$ cat config.mk
export PLATFORM = sky130hd
export DESIGN_NAME = pmi_ctrl
export DESIGN_NICKNAME = d
export VERILOG_FILES = /design/src/hw/pmi_pkg.sv /design/src/hw/pmi_ctrl.sv
export VERILOG_INCLUDE_DIRS = /design/src /design/src/hw
export SDC_FILE = /design/constraint.sdc
export NUM_CORES = 2
export LEC_CHECK = 0
export BUFFER_PORTS_ARGS = -buffer_cell sky130_fd_sc_hd__buf_4
export CORE_MARGIN = 2
export CORE_UTILIZATION = 59
export DETAILED_ROUTE_END_ITERATION = 8
export GPL_TIMING_DRIVEN = 0
export PLACE_DENSITY = 0.86
export SYNTH_ARGS = -nofsm -noshare
export SYNTH_HDL_FRONTEND = slang
export SYNTH_SLANG_ARGS = --single-unit
export TNS_END_PERCENT = 5
$ cat constraint.sdc
create_clock -name clk_sys -period 3.85 [get_ports clk_sys]
set_input_delay 0.385 -clock clk_sys [delete_from_list [all_inputs] [get_ports clk_sys]]
set_output_delay 0.385 -clock clk_sys [all_outputs]
set_load 0.005 [all_outputs]
$ cat src/hw/pmi_consts.svh
`ifndef PMI_CONSTS_SVH
`define PMI_CONSTS_SVH
// Register word byte addresses
`define PMI_A_ENABLE    8'h00
`define PMI_A_STATUS    8'h04
`define PMI_A_MASK      8'h08
`define PMI_A_MODE      8'h0C
`define PMI_A_TRAP_OP   8'h10
`define PMI_A_TRAP_PORT 8'h14
`define PMI_A_PWRDN     8'h18
`define PMI_A_DISP      8'h1C
`define PMI_A_RNG_LO    8'h20
`define PMI_A_RNG_HI    8'h40
`define PMI_A_TMR_RLD   8'h60
`define PMI_A_TMR_CNT   8'h80
// Enable and status bit positions
`define PMI_B_RANGE     0
`define PMI_B_TIMER     6
`define PMI_B_XBUS      12
`define PMI_B_EXT       13
`define PMI_B_TRAP      14
`define PMI_B_DISP      15
`define PMI_NSRC        16
// Private memory window
`define PMI_WIN_LO      24'h03_0000
`define PMI_WIN_HI      24'h03_FFFF
// Timer step
`define PMI_STEP_S      4
`define PMI_CLK_HZ      25000000
`endif

$ cat src/hw/pmi_pkg.sv
package pmi_pkg;
   typedef enum logic [1:0] {PMI_NORMAL, PMI_ENTER, PMI_ACTIVE, PMI_EXIT} pmi_state_t;
   typedef enum logic [1:0] {PMI_OPM_REAL, PMI_OPM_PROT, PMI_OPM_VIRT} pmi_opmode_t;
endpackage

$ cat src/hw/pmi_ctrl.sv
`timescale 1ns/1ps
`include "pmi_consts.svh"
module pmi_ctrl #(
   parameter int NRNG      = 6,
   parameter int TW        = 16,
   parameter int STEP_CYC  = `PMI_STEP_S * `PMI_CLK_HZ,
   parameter int REFR_DIV  = 390
) (
   input  wire logic        clk_sys,           // System clock 25 MHz
   input  wire logic        rst_n,             // Async reset, active low
   input  wire logic [7:0]  avs_address,       // Byte address
   input  wire logic        avs_read,          // Read request
   input  wire logic        avs_write,         // Write request
   input  wire logic [31:0] avs_writedata,     // Write data
   output logic [31:0]      avs_readdata,      // Read data
   output logic             avs_waitrequest,   // Stall
   input  wire logic        io_valid,          // Core I/O cycle
   input  wire logic        io_write,          // I/O direction
   input  wire logic [15:0] io_port,           // I/O port address
   input  wire logic [7:0]  io_opcode,         // Instruction opcode
   input  wire logic        mem_valid,         // Core memory cycle
   input  wire logic [23:0] mem_addr,          // Memory address
   input  wire logic [5:0]  periph_access,     // Peripheral accessed
   input  wire logic        xbus_irq,          // Expansion bus interrupt
   input  wire logic        ext_req,           // External request pin
   input  wire logic        nmi_req,           // Non-maskable interrupt
   input  wire logic        intr_req,          // Maskable interrupt
   input  wire logic        core_ack,          // Core took state step
   input  wire logic        resume_exec,       // Resume instruction executed
   input  wire logic [1:0]  core_opmode,       // Current core mode
   output logic             mgmt_mode,         // In management mode
   output logic             mgmt_irq_take,     // Vector to handler
   output logic             nmi_take,          // Forward NMI
   output logic             intr_take,         // Forward INTR
   output logic             pmem_enable,       // Private memory decode
   output logic             pmem_hit,          // Access hits private window
   output logic             state_save,        // Save state to private memory
   output logic             state_restore,     // Restore state
   output logic             mgmt_stack_sel,    // Dedicated stack select
   output logic             force_real,        // Force real mode
   output logic             backlight_on,      // Backlight power
   output logic             disp_refresh,      // Display refresh strobe
   output logic             irq                // Status interrupt
);
   localparam int CW = $clog2(STEP_CYC + 1);
   localparam int RW = $clog2(REFR_DIV + 1);
   localparam int NS = `PMI_NSRC;

   typedef struct packed {
      pmi_pkg::pmi_state_t     st;
      logic [NS-1:0]           en;
      logic [NS-1:0]           status;
      logic [NS-1:0]           mask;
      logic [5:0]              pwrdn;
      logic [7:0]              trap_op;
      logic [15:0]             trap_port;
      logic [NRNG-1:0][15:0]   rlo;
      logic [NRNG-1:0][15:0]   rhi;
      logic [5:0][TW-1:0]      rld;
      logic [5:0][TW-1:0]      cnt;
      logic [TW-1:0]           drld;
      logic [TW-1:0]           dcnt;
      logic [15:0]             dport_lo;
      logic [15:0]             dport_hi;
      logic [CW-1:0]           step;
      logic [RW-1:0]           rdiv;
      logic [31:0]             rdata;
      logic                    ack;
      logic                    mode;
      logic                    take;
      logic                    nmi_t;
      logic                    intr_t;
      logic                    pmem_hit;
      logic                    save;
      logic                    rest;
      logic                    real_f;
      logic                    bl;
      logic                    refr;
      logic                    irq;
   } pmi_regs_t;

   pmi_regs_t r, n;

   function automatic logic in_range(input logic [15:0] a, input logic [15:0] lo, input logic [15:0] hi);
      in_range = (a >= lo) && (a <= hi);
   endfunction

   // Word decode for the register arrays, shared by the write and read paths
   function automatic logic at_word(input logic [7:0] a, input logic [7:0] base, input int i);
      at_word = (a == base + 8'(4*i));
   endfunction

   logic [NS-1:0] ev;
   logic [NRNG-1:0] rng_hit;
   logic [5:0] tmr_uf;
   logic step_tick, disp_hit, port_trap, pend, blk;
   logic [2:0] pidx;

   genvar g;
   generate
      for (g = 0; g < NRNG; g++) begin : g_rng
         assign rng_hit[g] = io_valid && in_range(io_port, r.rlo[g], r.rhi[g]);
      end
      for (g = 0; g < 6; g++) begin : g_tmr
         assign tmr_uf[g] = step_tick && !periph_access[g] && (r.cnt[g] == TW'(1));
      end
   endgenerate

   assign step_tick = (r.step == CW'(0));
   assign pidx      = io_port[2:0];
   assign port_trap = io_valid && (pidx < 3'd6) && r.pwrdn[pidx];
   assign disp_hit  = (io_valid && in_range(io_port, r.dport_lo, r.dport_hi))
                    || (mem_valid && mem_addr[23:17] == 7'h05);

   always_comb begin
      ev = '0;
      ev[`PMI_B_RANGE +: 6]  = 6'(rng_hit);
      ev[`PMI_B_TIMER +: 6]  = tmr_uf;
      ev[`PMI_B_XBUS]        = xbus_irq;
      ev[`PMI_B_EXT]         = ext_req;
      ev[`PMI_B_TRAP]        = port_trap;
      ev[`PMI_B_DISP]        = step_tick && !disp_hit && (r.dcnt == TW'(1));
   end

   // External pin and port traps bypass the enable gating
   assign pend = |(r.status & (r.en | (NS'(1) << `PMI_B_EXT) | (NS'(1) << `PMI_B_TRAP)));

   // A request arriving this cycle already blocks forwarding, closing a one-cycle gap
   assign blk = pend || |(ev & (r.en | (NS'(1) << `PMI_B_EXT) | (NS'(1) << `PMI_B_TRAP)));

   always_comb begin
      n = r;
      n.take = 1'b0;
      n.save = 1'b0;
      n.rest = 1'b0;
      n.refr = 1'b0;
      n.ack  = 1'b0;
      n.step = step_tick ? CW'(STEP_CYC - 1) : CW'(r.step - CW'(1));
      for (int i = 0; i < 6; i++) begin
         if (periph_access[i]) begin
            n.cnt[i] = r.rld[i];
         end else if (step_tick && r.cnt[i] != '0) begin
            n.cnt[i] = r.cnt[i] - TW'(1);
         end
      end
      if (disp_hit) begin
         n.dcnt = r.drld;
         n.bl   = 1'b1;
      end else if (step_tick && r.dcnt != '0) begin
         n.dcnt = r.dcnt - TW'(1);
         if (r.dcnt == TW'(1)) begin
            // Only the backlight drops; refresh below is not touched
            n.bl = 1'b0;
         end
      end
      // Refresh keeps running regardless of backlight, one strobe every REFR_DIV cycles
      if (r.rdiv == RW'(0)) begin
         n.rdiv = RW'(REFR_DIV - 1);
         n.refr = 1'b1;
      end else begin
         n.rdiv = r.rdiv - RW'(1);
      end
      if (port_trap) begin
         n.trap_op   = io_opcode;
         n.trap_port = io_port;
      end
      n.pmem_hit = 1'b0;
      if (r.mode && mem_valid) begin
         // Window is invisible outside management mode
         n.pmem_hit = (mem_addr >= `PMI_WIN_LO) && (mem_addr <= `PMI_WIN_HI);
      end
      // NMI and INTR only pass when no management request is pending or arriving
      n.nmi_t  = 1'b0;
      n.intr_t = 1'b0;
      if (!blk && r.st == pmi_pkg::PMI_NORMAL) begin
         n.nmi_t  = nmi_req;
         n.intr_t = intr_req && !nmi_req;
      end
      case (r.st)
         pmi_pkg::PMI_NORMAL: if (pend) begin
            n.st   = pmi_pkg::PMI_ENTER;
            n.mode = 1'b1;
            n.save = 1'b1;
         end
         pmi_pkg::PMI_ENTER: if (core_ack) begin
            n.st     = pmi_pkg::PMI_ACTIVE;
            n.take   = 1'b1;
            n.real_f = core_opmode != 2'(pmi_pkg::PMI_OPM_REAL) || 1'b1;
         end
         pmi_pkg::PMI_ACTIVE: if (resume_exec) begin
            n.st   = pmi_pkg::PMI_EXIT;
            n.rest = 1'b1;
         end
         pmi_pkg::PMI_EXIT: if (core_ack) begin
            // Memory stays decoded until the core reports the restore done
            n.st     = pmi_pkg::PMI_NORMAL;
            n.mode   = 1'b0;
            n.real_f = 1'b0;
         end
         default: begin
            n.st = pmi_pkg::PMI_NORMAL;
         end
      endcase
      // Register access: one wait state, answer on the second edge
      if ((avs_read || avs_write) && !r.ack) begin
         n.ack = 1'b1;
         if (avs_write) begin
            if (avs_address == `PMI_A_ENABLE) begin
               n.en = avs_writedata[NS-1:0];
            end else if (avs_address == `PMI_A_STATUS) begin
               // Write-one clears, on top of the clear on read
               n.status = r.status & ~avs_writedata[NS-1:0];
            end else if (avs_address == `PMI_A_MASK) begin
               n.mask = avs_writedata[NS-1:0];
            end else if (avs_address == `PMI_A_PWRDN) begin
               n.pwrdn = avs_writedata[5:0];
            end else if (avs_address == `PMI_A_DISP) begin
               n.drld = avs_writedata[TW-1:0];
               n.dcnt = avs_writedata[TW-1:0];
            end else if (avs_address == `PMI_A_TRAP_OP) begin
               // Trap opcode is read only, so its write slot sets the display port range
               n.dport_lo = avs_writedata[15:0];
               n.dport_hi = avs_writedata[31:16];
            end
            for (int i = 0; i < NRNG; i++) begin
               if (at_word(avs_address, `PMI_A_RNG_LO, i)) begin
                  n.rlo[i] = avs_writedata[15:0];
               end
               if (at_word(avs_address, `PMI_A_RNG_HI, i)) begin
                  n.rhi[i] = avs_writedata[15:0];
               end
            end
            for (int i = 0; i < 6; i++) begin
               if (at_word(avs_address, `PMI_A_TMR_RLD, i)) begin
                  // Loading the period restarts the count at once
                  n.rld[i] = avs_writedata[TW-1:0];
                  n.cnt[i] = avs_writedata[TW-1:0];
               end
            end
         end else begin
            n.rdata = 32'h0000_0000;
            if (avs_address == `PMI_A_ENABLE) begin
               n.rdata = 32'(r.en);
            end else if (avs_address == `PMI_A_STATUS) begin
               n.rdata  = 32'(r.status);
               n.status = '0;
            end else if (avs_address == `PMI_A_MASK) begin
               n.rdata = 32'(r.mask);
            end else if (avs_address == `PMI_A_MODE) begin
               n.rdata = {29'h0, r.bl, r.st};
            end else if (avs_address == `PMI_A_TRAP_OP) begin
               n.rdata = {24'h00_0000, r.trap_op};
            end else if (avs_address == `PMI_A_TRAP_PORT) begin
               n.rdata = {16'h0000, r.trap_port};
            end else if (avs_address == `PMI_A_PWRDN) begin
               n.rdata = {26'h000_0000, r.pwrdn};
            end else if (avs_address == `PMI_A_DISP) begin
               n.rdata = 32'(r.dcnt);
            end
            for (int i = 0; i < NRNG; i++) begin
               if (at_word(avs_address, `PMI_A_RNG_LO, i)) begin
                  n.rdata = {16'h0000, r.rlo[i]};
               end
               if (at_word(avs_address, `PMI_A_RNG_HI, i)) begin
                  n.rdata = {16'h0000, r.rhi[i]};
               end
            end
            for (int i = 0; i < 6; i++) begin
               if (at_word(avs_address, `PMI_A_TMR_RLD, i)) begin
                  n.rdata = 32'(r.rld[i]);
               end
               if (at_word(avs_address, `PMI_A_TMR_CNT, i)) begin
                  n.rdata = 32'(r.cnt[i]);
               end
            end
         end
      end
      // Set wins over a clear in the same cycle
      n.status = n.status | ev;
      n.irq = |(n.status & n.mask);
   end

   always_ff @(posedge clk_sys or negedge rst_n) begin
      if (!rst_n) begin
         r <= '0;
      end else begin
         r <= n;
      end
   end

   assign avs_readdata    = r.rdata;
   assign avs_waitrequest = !r.ack;
   assign mgmt_mode       = r.mode;
   assign mgmt_irq_take   = r.take;
   assign nmi_take        = r.nmi_t;
   assign intr_take       = r.intr_t;
   assign pmem_enable     = r.mode;
   assign pmem_hit        = r.pmem_hit;
   assign state_save      = r.save;
   assign state_restore   = r.rest;
   assign mgmt_stack_sel  = r.mode;
   assign force_real      = r.real_f;
   assign backlight_on    = r.bl;
   assign disp_refresh    = r.refr;
   assign irq             = r.irq;
endmodule

==> results.txt <==
TritonCTS built the clock tree. Global routing used 45.5% of the available tracks. The post-route fraction of the period consumed by the critical path came out at 110%. Traced cell by cell, the critical path runs through buf_4, buf_2, nor4b_2, clkbuf_1, clkbuf_2, nand2_1, o32ai_1, o21ai_0, a211oi_1, o22ai_1, a31oi_1.

The most used flip-flop cell after synthesis is sky130_fd_sc_hd__dfrtp_1. At the end of routability-driven placement, the weighted congestion stood at 1.08. The buffers plus inverters on the worst setup path was 4; the count of synthesis-stage warnings from yosys was 0.

Before CTS, the worst setup slack after placement is -1.06 ns. The remaining design rule violation count was 13; the post-route clock skew was 0.0312 ns. The register with the most flip-flops in the layout has 565 of them. For this design, the sink count on the clock tree is 592. The count of nets left with antenna violations once routing finished came out at 0.

Setup violations remaining at the end of the flow were counted as 25. Class of the tightest hold or removal check: input pin to flop. The number of max-cap violations came out at 4. The first-pass detailed-route iteration total is 9, and the mapped cell area is 0.0363 mm². The net count of the finished layout is 4402. Relative to the synthesized area, the layout overhead comes to 13.3%. The via count was 34100; the required time at the worst-slack endpoint was 4.39 ns.

The initialized floorplan defines 90 standard-cell rows. After technology mapping, the gate count stands at 3810. Counting the fill cells in the layout gives 4780. For this block, the initial DRC count from the detailed router was 5734. The run gives 236 MHz as the peak clock frequency supported by timing.

After synthesis, the mean cell area works out to 9.53 µm². The number of buffers between clock root and the deepest sink was 3; the share of final-layout standard cells stronger than drive strength 1 was 17.0%. After synthesis, flip-flops and latches occupy 40.8% of the total area.

The tools report the initial antenna violation count as 15. The final-report max-slew violation count came out at 33. The tools report the capturing element type of the critical path as a flop. In the routed layout, each cell is associated on average with a via count of 6.98. During placement, the flow inserted port buffers numbering 113.

The number of global-route vias before repair was 33000; the setup slack of the critical path after layout was -0.390 ns. Data arrives at the worst endpoint at 4.78 ns. Dividing the detail-routed wire length by the instance count gives 29.9 µm. In this design, the stage delay of the slowest critical-path cell is 0.84 ns. The actual slew at the worst max-slew pin is 1.57 ns. For the initial cell density of the core, the log shows 59.9%. The critical-path cell with the highest stage delay was sky130_fd_sc_hd__a211oi_1. Clock-pin slew was measured on the worst setup and hold paths at 0.06 ns. Global routing finished with a remaining overflow of 0.

The width of the chip was 252 µm; the post-route minimum period was 4.24 ns. The final reports fail on DRC, capacitance limit, slew limit, setup timing. Counting flops and latches in the post-synthesis netlist gives 592.

Total core area: 0.0606 mm². The cell class contributing the biggest share of worst-path delay was compound AO/OA/AOI/OAI gates. The die height works out to 252 µm.

The register with the most flip-flops was r. For this block, the routed nets add up to 146000 µm of wire. For the sum of negative setup slack, the log shows -1.84 ns.

The root cell of the clock tree is sky130_fd_sc_hd__clkbuf_16. The final design utilization is 67.9%. Largest net degree at the start of global routing: 120. For this design the static power due to leakage is 19.1 nW. Dividing total power by cell area gives a power density of 393 mW/mm². The tools report the estimated wirelength of the detail-placed design as 102000 µm.

Type of element launching the critical path: an input pin. Kind of critical path: input pin to flop. The number of failing hold endpoints at the final stage was 0. The clock tree synthesis step divided the H-tree into 3 levels. Setup repair after global routing could not meet its margin everywhere. TritonCTS created 70 clock buffers. In this run, distinct cell masters in the synthesized netlist total 101. The maximum fanout count along the critical path was 10; the worst slew margin relative to its limit was -4.80%. For this run, asynchronously set or reset flops after synthesis account for 100%.

In this run, synthesis inferred 0 flip-flops with an integrated enable. The logs give 155 for the number of primary I/O pins and 0.306 mV for the peak supply drop. The flow ran to the end, but the final reports show violations.

The worst-skew pair later-pin latency was 0.64 ns. The die covers 0.0635 mm². For the global-route wire length before repair, the log shows 212000 µm.
-- through the flow --
step / cells / hold slack, ns / cell area, µm² / total power, mW
finish: 4889 / 0.000943 / 41100 / 16.2
global route: 4884 / 0.00350 / 41100 / 16.6
CTS: 4880 / 0.00161 / 41100 / 16.0
detailed placement: 4725 / 0.422 / 38300 / 9.05
global placement: 4720 / 0.421 / 38200 / 8.95
floorplan: 3825 / 0.0894 / 36400 / 8.02
-- layer usage --
| metal | wire length, µm | vias to the layer above | GRT usage (%) | part of all wire, % |
|---|---|---|---|---|
| met3 | 24100 | 772 | 19.2 | 16 |
| met2 | 58600 | 2944 | 63.9 | 40 |
| met4 | 12000 | 4 | 30.4 | 8.2 |
| met1 | 51500 | 16300 | 57.0 | 35 |
| li1 | - | 14100 | - | - |
| met5 | 28 | - | 0 | 0.019 |
-- timing repair --
item                                    CTS  global route
pin swaps                                 1             0
hold buffers                             29             0
endpoints found under the setup margin    4             5
hold endpoints to repair                115             0
setup buffers                             2             2
gates resized for setup                   8            11
-- layout make-up --
class | instances | area, µm² | area share (%)
tap | 782 | 978 | 2.38
antenna | 7 | 17.5 | 0.0426
timing repair buffer | 151 | 1310 | 3.19
multi-input combinational | 2750 | 19600 | 47.6
clock inverter | 24 | 320 | 0.778
inverter | 262 | 991 | 2.41
clock buffer | 100 | 2080 | 5.05
sequential | 592 | 14800 | 36.0
buffer | 221 | 1060 | 2.58
-- where the power goes --
group | total (mW) | internal [mW] | leakage, nW | switching, mW
clock network | 7.07 | 4.23 | 1.19 | 2.84
registers | 6.86 | 6.52 | 7.98 | 0.340
logic | 2.25 | 0.855 | 9.90 | 1.39
total | 16.2 | 11.6 | 19.1 | 4.57
-- worst reg2reg max path, delay by kind of cell, from the launching register on --
kind	cells	cell delay, ns
buffers and inverters	3	2.31
flip-flops	1	0.40
multiplexers	1	0.31
AND/OR/NAND/NOR	2	0.79
-- layout by cell type (no fill, tap or decap), types with 18 or more instances in the layout --
master	instances
sky130_fd_sc_hd__dfrtp_1	592
sky130_fd_sc_hd__nand2_1	549
sky130_fd_sc_hd__mux2_2	286
sky130_fd_sc_hd__inv_1	259
sky130_fd_sc_hd__ha_1	245
sky130_fd_sc_hd__o21ai_0	219
sky130_fd_sc_hd__nor2_1	174
sky130_fd_sc_hd__buf_4	155
sky130_fd_sc_hd__a21oi_1	154
sky130_fd_sc_hd__clkbuf_1	124
sky130_fd_sc_hd__nand3_1	86
sky130_fd_sc_hd__clkbuf_16	74
sky130_fd_sc_hd__xnor2_1	69
sky130_fd_sc_hd__nor3_1	65
sky130_fd_sc_hd__mux2i_1	64
sky130_fd_sc_hd__xor2_1	59
sky130_fd_sc_hd__a22oi_1	59
sky130_fd_sc_hd__o22ai_1	55
sky130_fd_sc_hd__buf_2	53
sky130_fd_sc_hd__nor4_1	37
sky130_fd_sc_hd__nand4_1	37
sky130_fd_sc_hd__nand2b_1	35
sky130_fd_sc_hd__o211ai_1	32
sky130_fd_sc_hd__o21ai_1	31
sky130_fd_sc_hd__a221oi_1	29
sky130_fd_sc_hd__dlygate4sd3_1	29
sky130_fd_sc_hd__a21o_1	26
sky130_fd_sc_hd__or3_1	25
sky130_fd_sc_hd__or4_1	24
sky130_fd_sc_hd__a31oi_1	23
sky130_fd_sc_hd__a222oi_1	22
sky130_fd_sc_hd__o21a_1	20
sky130_fd_sc_hd__a211oi_1	19
sky130_fd_sc_hd__nor2b_1	18
-- cell families (layout without fill, tap and decap cells) --
logic type | count (synthesis) | after routing | share of synthesized area, %
xor gates and xnor gates | 128 | 128 | 3.09
muxes | 355 | 355 | 10.9
buffers and inverters | 483 | 758 | 5.60
and+or+nand+nor | 1182 | 1182 | 16.3
adders and majority gates | 245 | 245 | 8.44
AOI/OAI and AO/OA | 824 | 824 | 14.8
DFF | 592 | 592 | 40.8
other | 1 | 23 | 0.0103
-- final timing paths --
check	startpoint	endpoint	slack, ns	cells after the start
max in group asynchronous	rst_n	r[48]$_DFF_PN0_	1.64	5
min in group asynchronous	rst_n	r[529]$_DFFE_PN0P_	0.32	2
worst min-delay path	io_opcode[6]	r[550]$_DFFE_PN0P_	0.0009	2
worst min register to register	r[53]$_DFF_PN0_	r[53]$_DFF_PN0_	0.43	1
worst max-delay path	avs_address[2]	avs_readdata[8]$_DFFE_PN0P_	-0.39	11
worst max register to register	r[11]$_DFF_PN0_	r[404]$_DFFE_PN0P_	-0.10	6
-- Yosys cell counts (all sizes together) (11+ instances only) --
master   instances  share of area (%)
mux2           287                8.9
inv            261                2.7
nor3            72                1.1
nor2b           18               0.31
a2111oi         16               0.40
a21oi          154                2.1
buf            106                1.7
nor4            52                1.3
dfrtp          592                 41
clkbuf         115                1.2
o21a            20               0.41
o22ai           55               0.95
a222oi          22               0.61
a31oi           23               0.40
o221ai          13               0.31
and2            13               0.22
xnor2           69                1.7
o2111ai         12               0.29
o211ai          35               0.77
nand3b          12               0.25
a221oi          29               0.70
nor2           177                1.9
or4             25               0.53
a22oi           60                1.2
or2             12               0.21
a211oi          21               0.47
nand2b          35               0.60
nand2          552                5.7
ha             245                8.4
nor4b           11               0.42
xor2            59                1.4
nand4           40               0.81
or3             25               0.43
o21ai          251                3.5
a21o            26               0.54
and3            13               0.24
a22o            16               0.39
nand3           86                1.2
mux2i           64                1.8
(Power assumes the default switching activity.)
